$ cat config.mk
export PLATFORM = sky130hd
export DESIGN_NAME = ble_ack_time_regs
export DESIGN_NICKNAME = d
export VERILOG_FILES = /design/src/core/ble_regs_pkg.sv /design/src/core/ble_ack_time_regs.sv /design/src/core/irq_flag_bank.sv /design/src/core/time_counters.sv
export SDC_FILE = /design/constraint.sdc
export NUM_CORES = 1
export LEC_CHECK = 0
export BUFFER_PORTS_ARGS = -buffer_cell sky130_fd_sc_hd__buf_2
export CAP_MARGIN = 40
export CORE_AREA = 2 2 152 154
export DETAILED_ROUTE_END_ITERATION = 16
export DIE_AREA = 0 0 154 156
export PLACE_DENSITY = 0.79
export SYNTH_ARGS = -nofsm -noshare
export SYNTH_HDL_FRONTEND = slang
export SYNTH_SLANG_ARGS = --single-unit
$ cat constraint.sdc
create_clock -name aclk -period 5 [get_ports aclk]
set_input_delay 0.5 -clock aclk [delete_from_list [all_inputs] [get_ports aclk]]
set_output_delay 0.5 -clock aclk [all_outputs]
set_load 0.01 [all_outputs]
$ cat src/core/ble_regs_pkg.sv
// Overview of operation
// - Each source keeps raw and masked flag
// - Ack bit 8 clears radio controller flags
// - Ack bit 7 clears fine target flags
// - Ack bit 6 clears gross target flags
// - Ack bit 5 clears error flags
// - Ack bit 4 clears cipher flags
// - Ack bit 3 clears end-of-event flags
// - Ack bit 2 clears end-of-sleep flags
// - Ack bit 1 clears packet receive flags
// - Ack bit 0 clears base-time flags
// - Base-time snapshot refreshed on sample trigger
// - Fine counter advances every microsecond
// - Address held as low and high parts
// - Upper bit 16 marks private address
// - Receive descriptor pointer holds chain start
// - Bit 31 blocks external wake-up
package ble_regs_pkg;

  // ==========================================================================
  // Register byte addresses.
  localparam logic [31:0] ADDR_IRQ_ACK = 32'h4000_0018;
  localparam logic [31:0] ADDR_BASE_TIME = 32'h4000_001C;
  localparam logic [31:0] ADDR_FINE_TIME = 32'h4000_0020;
  localparam logic [31:0] ADDR_DEV_LOW = 32'h4000_0024;
  localparam logic [31:0] ADDR_DEV_HIGH = 32'h4000_0028;
  localparam logic [31:0] ADDR_RX_PTR = 32'h4000_002C;
  localparam logic [31:0] ADDR_SLEEP_CTRL = 32'h4000_0030;
  localparam logic [31:0] ADDR_IRQ_MASK = 32'h4000_0100;
  localparam logic [31:0] ADDR_IRQ_MASKED = 32'h4000_0104;
  localparam logic [31:0] ADDR_IRQ_RAW = 32'h4000_0108;
  localparam logic [31:0] ADDR_SAMPLE_TRIG = 32'h4000_010C;

  // ==========================================================================
  // Interrupt source positions, shared by acknowledge, mask and status words.
  localparam int IRQ_COUNT = 9;
  localparam int IRQ_BASE_TICK = 0;
  localparam int IRQ_PACKET_RX = 1;
  localparam int IRQ_SLEEP_END = 2;
  localparam int IRQ_END_EVENT = 3;
  localparam int IRQ_CIPHER = 4;
  localparam int IRQ_ERROR = 5;
  localparam int IRQ_GROSS_TARGET = 6;
  localparam int IRQ_FINE_TARGET = 7;
  localparam int IRQ_RADIO_CTRL = 8;

  // ==========================================================================
  // Field widths and positions.
  localparam int BASE_TIME_W = 27;
  localparam int FINE_TIME_W = 10;
  localparam int DEV_HIGH_W = 16;
  localparam int ADDR_TYPE_BIT = 16;
  localparam int RX_PTR_W = 14;
  localparam int EXT_WAKE_BIT = 31;

  // ==========================================================================
  // Values after reset and bus responses.
  localparam logic [31:0] RESET_WORD = 32'h0000_0000;
  localparam logic [8:0] IRQ_MASK_RESET = 9'h1DF;
  localparam logic [1:0] RESP_OKAY = 2'h0;
  localparam logic [1:0] RESP_SLVERR = 2'h2;

  // ==========================================================================
  // Timing: the clock period and the two time bases, in nanoseconds.
  localparam int CLK_PERIOD_NS = 20;
  localparam int BASE_PERIOD_NS = 625000;
  localparam int MICROSECOND_NS = 1000;
  localparam int BASE_TICK_CYCLES = BASE_PERIOD_NS / CLK_PERIOD_NS;
  localparam int US_TICK_CYCLES = MICROSECOND_NS / CLK_PERIOD_NS;

endpackage : ble_regs_pkg

$ cat src/core/ble_ack_time_regs.sv
// Local design decision: register access over AXI4-Lite.
`timescale 1ns/1ps
module ble_ack_time_regs
  import ble_regs_pkg::*;
#(
  parameter int BASE_TICK_CYCLES_P = BASE_TICK_CYCLES, // Cycles per 625 us.
  parameter int US_TICK_CYCLES_P = US_TICK_CYCLES // Cycles per microsecond.
) (
  input wire logic aclk, // System clock.
  input wire logic aresetn, // Synchronous reset, active low.
  input wire logic [31:0] awaddr, // Write address.
  input wire logic awvalid, // Write address valid.
  output logic awready, // Write address ready.
  input wire logic [31:0] wdata, // Write data.
  input wire logic [3:0] wstrb, // Write byte strobes.
  input wire logic wvalid, // Write data valid.
  output logic wready, // Write data ready.
  output logic [1:0] bresp, // Write response.
  output logic bvalid, // Write response valid.
  input wire logic bready, // Write response ready.
  input wire logic [31:0] araddr, // Read address.
  input wire logic arvalid, // Read address valid.
  output logic arready, // Read address ready.
  output logic [31:0] rdata, // Read data.
  output logic [1:0] rresp, // Read response.
  output logic rvalid, // Read data valid.
  input wire logic rready, // Read data ready.
  input wire logic [IRQ_COUNT-1:0] irq_event, // Source event pulses.
  input wire logic ext_wake_req, // External wake-up pin.
  output logic [IRQ_COUNT-1:0] irq_raw_flag, // Raw pending flags.
  output logic [IRQ_COUNT-1:0] irq_masked_flag, // Masked pending flags.
  output logic [31:0] dev_addr_low_part, // Device address, low part.
  output logic [DEV_HIGH_W-1:0] dev_addr_high_part, // Device address, high part.
  output logic address_type_private, // High for a private address.
  output logic [RX_PTR_W-1:0] rx_chain_start, // First receive descriptor.
  output logic external_wake_block, // High blocks external wake-up.
  output logic wake_request // Accepted external wake-up level.
);

  // ==========================================================================
  // Helper functions.

  // Expands byte strobes into a bit mask.
  function automatic logic [31:0] strb_mask(input logic [3:0] strb);
    logic [31:0] m;
    m = '0;
    for (int i = 0; i < 4; i++) begin
      m[i*8 +: 8] = {8{strb[i]}};
    end
    return m;
  endfunction : strb_mask

  // Tells whether an address hits one of the registers.
  function automatic logic is_mapped(input logic [31:0] addr);
    logic hit;
    case (addr)
      ADDR_IRQ_ACK, ADDR_BASE_TIME, ADDR_FINE_TIME, ADDR_DEV_LOW,
      ADDR_DEV_HIGH, ADDR_RX_PTR, ADDR_SLEEP_CTRL, ADDR_IRQ_MASK,
      ADDR_IRQ_MASKED, ADDR_IRQ_RAW, ADDR_SAMPLE_TRIG: hit = 1'b1;
      default: hit = 1'b0;
    endcase
    return hit;
  endfunction : is_mapped

  // ==========================================================================
  // Declarations.
  logic [31:0] aw_addr, next_aw_addr, w_data, next_w_data, wr_bits, wr_mask;
  logic [3:0] w_strb, next_w_strb;
  logic aw_held, next_aw_held, w_held, next_w_held, next_awready, next_wready;
  logic next_bvalid, do_write, next_arready, next_rvalid, rd_take;
  logic [1:0] next_bresp, next_rresp;
  logic [31:0] next_rdata, rd_word;

  logic [IRQ_COUNT-1:0] irq_mask, next_irq_mask, irq_ack, irq_set;
  logic [31:0] ack_bits, next_dev_addr_low_part;
  logic [BASE_TIME_W-1:0] base_time_snapshot, next_base_time_snapshot;
  logic [DEV_HIGH_W-1:0] next_dev_addr_high_part;
  logic next_address_type_private, next_external_wake_block, time_sample_trigger;
  logic [RX_PTR_W-1:0] next_rx_chain_start;

  logic [BASE_TIME_W-1:0] base_time_value;
  logic [FINE_TIME_W-1:0] microsecond_count;
  logic base_tick;

  logic wake_s1;
  logic wake_s2;
  logic wake_s3;
  logic wake_level;
  logic next_wake_level;
  logic next_wake_request;

  // ==========================================================================
  // Write channel.
  // Address and data are taken in either order; once both are held, the write
  // and its response both take effect on the next edge.
  always_comb begin
    do_write = aw_held && w_held && !bvalid;
    next_aw_addr = aw_addr;
    next_w_data = w_data;
    next_w_strb = w_strb;
    next_aw_held = aw_held;
    next_w_held = w_held;
    next_bvalid = bvalid;
    next_bresp = bresp;
    if (do_write) begin
      next_aw_held = 1'b0;
      next_w_held = 1'b0;
      next_bvalid = 1'b1;
      next_bresp = is_mapped(aw_addr) ? RESP_OKAY : RESP_SLVERR;
    end else begin
      if (awvalid && awready) begin
        next_aw_addr = awaddr;
        next_aw_held = 1'b1;
      end
      if (wvalid && wready) begin
        next_w_data = wdata;
        next_w_strb = wstrb;
        next_w_held = 1'b1;
      end
      if (bvalid && bready) begin
        next_bvalid = 1'b0;
      end
    end
    next_awready = !next_aw_held && !next_bvalid;
    next_wready = !next_w_held && !next_bvalid;
  end

  // Write channel registers.
  always_ff @(posedge aclk) begin
    if (!aresetn) begin
      aw_addr <= RESET_WORD;
      w_data <= RESET_WORD;
      w_strb <= 4'h0;
      aw_held <= 1'b0;
      w_held <= 1'b0;
      awready <= 1'b0;
      wready <= 1'b0;
      bvalid <= 1'b0;
      bresp <= RESP_OKAY;
    end else begin
      aw_addr <= next_aw_addr;
      w_data <= next_w_data;
      w_strb <= next_w_strb;
      aw_held <= next_aw_held;
      w_held <= next_w_held;
      awready <= next_awready;
      wready <= next_wready;
      bvalid <= next_bvalid;
      bresp <= next_bresp;
    end
  end

  // ==========================================================================
  // Acknowledge decode.
  // Only bits with a one and an enabled byte lane clear their source.
  always_comb begin
    wr_mask = strb_mask(w_strb);
    wr_bits = w_data & wr_mask;
    ack_bits = (do_write && aw_addr == ADDR_IRQ_ACK) ? wr_bits : RESET_WORD;
    irq_ack[IRQ_RADIO_CTRL] = ack_bits[IRQ_RADIO_CTRL];
    irq_ack[IRQ_FINE_TARGET] = ack_bits[IRQ_FINE_TARGET];
    irq_ack[IRQ_GROSS_TARGET] = ack_bits[IRQ_GROSS_TARGET];
    irq_ack[IRQ_ERROR] = ack_bits[IRQ_ERROR];
    irq_ack[IRQ_CIPHER] = ack_bits[IRQ_CIPHER];
    irq_ack[IRQ_END_EVENT] = ack_bits[IRQ_END_EVENT];
    irq_ack[IRQ_SLEEP_END] = ack_bits[IRQ_SLEEP_END];
    irq_ack[IRQ_PACKET_RX] = ack_bits[IRQ_PACKET_RX];
    irq_ack[IRQ_BASE_TICK] = ack_bits[IRQ_BASE_TICK];
    // The base-time source is also raised by the block's own tick.
    irq_set = irq_event;
    irq_set[IRQ_BASE_TICK] = irq_event[IRQ_BASE_TICK] | base_tick;
  end

  // ==========================================================================
  // Register file.
  // Writable fields merge byte lanes; reserved bits are simply not stored.
  always_comb begin
    next_irq_mask = irq_mask;
    next_base_time_snapshot = base_time_snapshot;
    next_dev_addr_low_part = dev_addr_low_part;
    next_dev_addr_high_part = dev_addr_high_part;
    next_address_type_private = address_type_private;
    next_rx_chain_start = rx_chain_start;
    next_external_wake_block = external_wake_block;
    time_sample_trigger = do_write && aw_addr == ADDR_SAMPLE_TRIG;
    if (do_write) begin
      case (aw_addr)
        ADDR_IRQ_MASK: begin
          next_irq_mask = (irq_mask & ~wr_mask[IRQ_COUNT-1:0])
                          | wr_bits[IRQ_COUNT-1:0];
        end
        ADDR_DEV_LOW: begin
          next_dev_addr_low_part = (dev_addr_low_part & ~wr_mask) | wr_bits;
        end
        ADDR_DEV_HIGH: begin
          if (w_strb[0]) begin
            next_dev_addr_high_part[7:0] = w_data[7:0];
          end
          if (w_strb[1]) begin
            next_dev_addr_high_part[15:8] = w_data[15:8];
          end
          if (w_strb[2]) begin
            next_address_type_private = w_data[ADDR_TYPE_BIT];
          end
        end
        ADDR_RX_PTR: begin
          next_rx_chain_start = (rx_chain_start & ~wr_mask[RX_PTR_W-1:0])
                                | wr_bits[RX_PTR_W-1:0];
        end
        ADDR_SLEEP_CTRL: begin
          if (w_strb[3]) begin
            next_external_wake_block = w_data[EXT_WAKE_BIT];
          end
        end
        default: begin
          next_irq_mask = irq_mask;
        end
      endcase
    end
    if (time_sample_trigger) begin
      next_base_time_snapshot = base_time_value;
    end
  end

  // Register file flip-flops.
  always_ff @(posedge aclk) begin
    if (!aresetn) begin
      irq_mask <= IRQ_MASK_RESET;
      base_time_snapshot <= '0;
      dev_addr_low_part <= RESET_WORD;
      dev_addr_high_part <= '0;
      address_type_private <= 1'b0;
      rx_chain_start <= '0;
      external_wake_block <= 1'b0;
    end else begin
      irq_mask <= next_irq_mask;
      base_time_snapshot <= next_base_time_snapshot;
      dev_addr_low_part <= next_dev_addr_low_part;
      dev_addr_high_part <= next_dev_addr_high_part;
      address_type_private <= next_address_type_private;
      rx_chain_start <= next_rx_chain_start;
      external_wake_block <= next_external_wake_block;
    end
  end

  // ==========================================================================
  // Read channel.
  // One read at a time: the data are registered on the same edge that takes the address.
  always_comb begin
    rd_word = RESET_WORD;
    case (araddr)
      ADDR_IRQ_ACK: rd_word = RESET_WORD;
      ADDR_BASE_TIME: rd_word[BASE_TIME_W-1:0] = base_time_snapshot;
      ADDR_FINE_TIME: rd_word[FINE_TIME_W-1:0] = microsecond_count;
      ADDR_DEV_LOW: rd_word = dev_addr_low_part;
      ADDR_DEV_HIGH: begin
        rd_word[DEV_HIGH_W-1:0] = dev_addr_high_part;
        rd_word[ADDR_TYPE_BIT] = address_type_private;
      end
      ADDR_RX_PTR: rd_word[RX_PTR_W-1:0] = rx_chain_start;
      ADDR_SLEEP_CTRL: rd_word[EXT_WAKE_BIT] = external_wake_block;
      ADDR_IRQ_MASK: rd_word[IRQ_COUNT-1:0] = irq_mask;
      ADDR_IRQ_MASKED: rd_word[IRQ_COUNT-1:0] = irq_masked_flag;
      ADDR_IRQ_RAW: rd_word[IRQ_COUNT-1:0] = irq_raw_flag;
      default: rd_word = RESET_WORD;
    endcase
    rd_take = arvalid && arready;
    next_rvalid = rvalid;
    next_rdata = rdata;
    next_rresp = rresp;
    if (rd_take) begin
      next_rvalid = 1'b1;
      next_rdata = rd_word;
      next_rresp = is_mapped(araddr) ? RESP_OKAY : RESP_SLVERR;
    end else if (rvalid && rready) begin
      next_rvalid = 1'b0;
    end
    next_arready = !next_rvalid;
  end

  // Read channel registers.
  always_ff @(posedge aclk) begin
    if (!aresetn) begin
      arready <= 1'b0;
      rvalid <= 1'b0;
      rdata <= RESET_WORD;
      rresp <= RESP_OKAY;
    end else begin
      arready <= next_arready;
      rvalid <= next_rvalid;
      rdata <= next_rdata;
      rresp <= next_rresp;
    end
  end

  // ==========================================================================
  // External wake-up.
  // The pin passes three stages; the level moves only when the last two agree.
  always_comb begin
    next_wake_level = (wake_s2 == wake_s3) ? wake_s3 : wake_level;
    next_wake_request = wake_level && !external_wake_block;
  end

  // Wake synchroniser and output registers.
  always_ff @(posedge aclk) begin
    if (!aresetn) begin
      wake_s1 <= 1'b0;
      wake_s2 <= 1'b0;
      wake_s3 <= 1'b0;
      wake_level <= 1'b0;
      wake_request <= 1'b0;
    end else begin
      wake_s1 <= ext_wake_req;
      wake_s2 <= wake_s1;
      wake_s3 <= wake_s2;
      wake_level <= next_wake_level;
      wake_request <= next_wake_request;
    end
  end

  // ==========================================================================
  // Submodules.

  // Raw and masked flags for all sources.
  irq_flag_bank #(
    .N(IRQ_COUNT)
  ) u_flags (
    .aclk(aclk),
    .aresetn(aresetn),
    .set_event(irq_set),
    .clear_ack(irq_ack),
    .mask_next(next_irq_mask),
    .raw_flag(irq_raw_flag),
    .masked_flag(irq_masked_flag)
  );

  // Base-time and microsecond counters.
  time_counters #(
    .TICK_CYCLES(BASE_TICK_CYCLES_P),
    .US_CYCLES(US_TICK_CYCLES_P)
  ) u_time (
    .aclk(aclk),
    .aresetn(aresetn),
    .base_time_value(base_time_value),
    .microsecond_count(microsecond_count),
    .base_tick(base_tick)
  );

endmodule : ble_ack_time_regs

$ cat src/core/irq_flag_bank.sv
`timescale 1ns/1ps
module irq_flag_bank
  import ble_regs_pkg::*;
#(
  parameter int N = IRQ_COUNT // Number of interrupt sources.
) (
  input wire logic aclk, // System clock.
  input wire logic aresetn, // Synchronous reset, active low.
  input wire logic [N-1:0] set_event, // One-cycle source events.
  input wire logic [N-1:0] clear_ack, // One-cycle acknowledge strobes.
  input wire logic [N-1:0] mask_next, // Mask value as of the next edge.
  output logic [N-1:0] raw_flag, // Sticky raw pending flags.
  output logic [N-1:0] masked_flag // Raw flags gated by the mask.
);

  logic [N-1:0] next_raw_flag;
  logic [N-1:0] next_masked_flag;

  // ==========================================================================
  // Flag update.
  // A new event beats an acknowledge in the same cycle, so no event is lost.
  always_comb begin
    next_raw_flag = (raw_flag & ~clear_ack) | set_event;
    next_masked_flag = next_raw_flag & mask_next;
  end

  // Flag registers, cleared by reset.
  always_ff @(posedge aclk) begin
    if (!aresetn) begin
      raw_flag <= '0;
      masked_flag <= '0;
    end else begin
      raw_flag <= next_raw_flag;
      masked_flag <= next_masked_flag;
    end
  end

endmodule : irq_flag_bank

$ cat src/core/time_counters.sv
`timescale 1ns/1ps
module time_counters
  import ble_regs_pkg::*;
#(
  parameter int TICK_CYCLES = BASE_TICK_CYCLES, // Clock cycles per base tick.
  parameter int US_CYCLES = US_TICK_CYCLES // Clock cycles per microsecond.
) (
  input wire logic aclk, // System clock.
  input wire logic aresetn, // Synchronous reset, active low.
  output logic [BASE_TIME_W-1:0] base_time_value, // Running base-time count.
  output logic [FINE_TIME_W-1:0] microsecond_count, // Microseconds in this slot.
  output logic base_tick // One-cycle pulse per base period.
);

  localparam int TW = $clog2(TICK_CYCLES);
  localparam int UW = $clog2(US_CYCLES);

  logic [TW-1:0] tick_div;
  logic [TW-1:0] next_tick_div;
  logic [UW-1:0] us_div;
  logic [UW-1:0] next_us_div;
  logic us_edge;
  logic next_base_tick;
  logic [BASE_TIME_W-1:0] next_base_time_value;
  logic [FINE_TIME_W-1:0] next_microsecond_count;

  // ==========================================================================
  // Dividers and counters.
  // The fine count restarts with each base tick so it measures within a slot.
  always_comb begin
    next_base_tick = (tick_div == TW'(TICK_CYCLES - 1));
    next_tick_div = next_base_tick ? '0 : tick_div + 1'b1;
    us_edge = (us_div == UW'(US_CYCLES - 1));
    next_us_div = (us_edge || next_base_tick) ? '0 : us_div + 1'b1;
    if (next_base_tick) begin
      next_microsecond_count = '0;
    end else if (us_edge) begin
      next_microsecond_count = microsecond_count + 1'b1;
    end else begin
      next_microsecond_count = microsecond_count;
    end
    next_base_time_value = next_base_tick ? base_time_value + 1'b1 : base_time_value;
  end

  // Counter registers.
  always_ff @(posedge aclk) begin
    if (!aresetn) begin
      tick_div <= '0;
      us_div <= '0;
      base_tick <= 1'b0;
      base_time_value <= '0;
      microsecond_count <= '0;
    end else begin
      tick_div <= next_tick_div;
      us_div <= next_us_div;
      base_tick <= next_base_tick;
      base_time_value <= next_base_time_value;
      microsecond_count <= next_microsecond_count;
    end
  end

endmodule : time_counters

==> results_dict.tcl <==
set metrics [dict create \
    p_leak_nw 6.34 \
    drtIter0Drc 664 \
    synth_top_area_frac 0.482 \
    first_global_vias 9901 \
    cts_tree "built" \
    cts_root_buf "clkbuf_16" \
    fin_ws_ps 2390 \
    end_kind "register" \
    first_pass_iters 5 \
    numPortBuffers 238 \
    post_cts_buffers 0 \
    min_path_type "in -> reg" \
    vias 10400 \
    initial_utilization 0.540 \
    cts-resized-gates 0 \
    yosysUniqueCellTypes 65 \
    yosysMostFrequentCell "dfxtp_1" \
    cts_hold_buf 0 \
    drc 0 \
    power_density_nw_per_um2 337 \
    rsz0062_at_grt "false" \
    synth_edf_count 0 \
    worst_pin_slew_ps 917 \
    crit_required_ps 5390 \
    antenna_found_initial 0 \
    insertion_delay_ps 530 \
    layout-drive-gt1-share 0.211 \
    cts.sinks 291 \
    avgSynthCellArea_um2 9.00 \
    status "finished clean" \
    max_slew_margin 0.388 \
    cts.clk_slew.worst_paths_ps 60 \
    yosys_warnings 0 \
    post-place-ws_ps 1940 \
    die_area_um2 24000 \
    ir_drop_uv 212 \
    syn_to_final_growth_pct 18.7 \
    postRouteAntennaNets 0 \
    setup_tns_ps 0 \
    maxSlewViolCount 0 \
    wl_um 31700 \
    synth_area_leader_cell "dfxtp_1" \
    grt_max_degree 71 \
    post-route-min-period_ps 2610 \
    hold_violations 0 \
    synthArstFlopShare 0 \
    dp_hpwl_um 22600 \
    timing.final.crit_share 0.521 \
    seq_area_frac_synth 0.482 \
    vias_per_cell 5.64 \
    setup_viol 0 \
    place.gp.congestion 0.893 \
    final_util 0.641 \
    cts_buffers 29 \
    netlist_area_um2 12100 \
    diodes 0 \
    fin_nets 1674 \
    grt_pass1_wl_um 50200 \
    dieHeight_um 156 \
    max_cap_violations 0 \
    chipWidth_um 154 \
    synth_common_cells "dfxtp_1 (291), nand2_1 (210), nor2_1 (198)" \
    fmax_ghz 0.384 \
    wl_per_cell_um 17.1 \
    worst-endpoint-arrival_ps 3000 \
    critPathMaxFanout 27 \
    grt_usage 0.256 \
    dp.cells 1805 \
    layoutNonFillerInstCount 1852 \
    core_area_um2 22400 \
    cts_buffer_depth 3 \
    fin_worst_skew_ps 14.1 \
    crit_type "reg -> reg" \
    worstSetupStartpointType "register" \
    synth_ff_type "dfxtp_1" \
    ys_seq_elements 291 \
    synth_area_leaders "dfxtp_1 (48%), mux2i_1 (9.8%), nand2_1 (6.5%)" \
    cts_max_level 1 \
    syn-instance-count 1342 \
    grt.overflow.total 0 \
    fp-row-count 55 \
    ioPinCount 241 \
]
-- power by group --
group          leakage [nW]  switching, mW  internal, mW
Clock                 0.446          0.856          1.25
Sequential             2.36         0.0488          2.37
Combinational          3.53          0.185         0.119
-- worst max-delay path, cell delays in order (launching register included) --
cell and delay, ps:
dfxtp_1 320, nor4_2 380, nand3_2 240, nor3_4 320
and3_2 830, mux2i_1 300, nor2_1 60
-- kinds of logic after synthesis --
family,share of synthesized area
AND/OR/NAND/NOR,0.233
flip-flops,0.482
AO/OA/AOI/OAI,0.109
multiplexers,0.104
buffers and inverters,0.0324
XOR/XNOR,0.0326
adder cells (fa/ha/maj),0.00622
other,0.000311
-- cell usage in the layout, fill, tap and decap left out, types with 4 or more instances in the layout --
cell / Yosys / layout
clkbuf_8: 0 / 6
a21o_1: 4 / 4
buf_4: 7 / 9
a21boi_0: 10 / 10
nor4_1: 5 / 5
nor4_4: 5 / 5
o22ai_1: 10 / 10
dfxtp_1: 291 / 291
nand3_2: 7 / 8
nand3_1: 28 / 27
or3_1: 10 / 10
a211oi_1: 6 / 6
clkbuf_16: 0 / 29
mux2i_1: 118 / 118
nand2b_1: 4 / 4
a32oi_1: 8 / 8
a21oi_1: 112 / 112
xnor2_1: 20 / 20
a22oi_1: 14 / 14
nor3_1: 13 / 13
clkbuf_1: 53 / 8
and4_1: 6 / 6
nand2_1: 210 / 210
inv_1: 10 / 10
nor4_2: 6 / 6
nor2_1: 198 / 198
buf_2: 7 / 238
ha_1: 6 / 6
and3_1: 11 / 10
nand4_1: 19 / 19
nor2b_1: 7 / 7
and2_1: 11 / 11
a221oi_1: 11 / 11
mux2_2: 5 / 5
xor2_1: 25 / 25
o21ai_0: 37 / 37
-- path summary, 6_finish.rpt --
path | end | slack (ps) | start | depth (start not counted)
setup / recovery | base_time_snapshot[16] | 2390 | aw_addr[14] | 6
hold / removal | wake_s1 | 180 | ext_wake_req | 2
setup reg to reg | base_time_snapshot[16] | 2390 | aw_addr[14] | 6
hold reg to reg | wake_s2 | 440 | wake_s1 | 1
-- layer usage --
metal,part of all wire,track usage
met2,0.47,0.433
met4,0.033,0.101
met1,0.43,0.329
met3,0.070,0.0411
met5,0,0
-- final cells by class --
type / instances / area [µm²]
inverters: 12 / 50.0
multi-input cells: 967 / 5870
clock inverters: 4 / 70.1
clock buffers: 43 / 838
flip-flops and latches: 291 / 5830
repair buffers: 250 / 1330
well taps: 285 / 357
fillers: 1912 / 8030
-- per-stage QoR --
stage	area, µm²	power [mW]	hold slack (ps)
3_5_place_dp	13400	2.78	428
2_1_floorplan	12100	2.64	412
5_1_grt	14300	4.99	170
6_report	14300	4.83	176
3_3_place_gp	13400	2.76	415
4_1_cts	14300	4.85	162
Note: power is estimated with default switching activity, not from simulation.
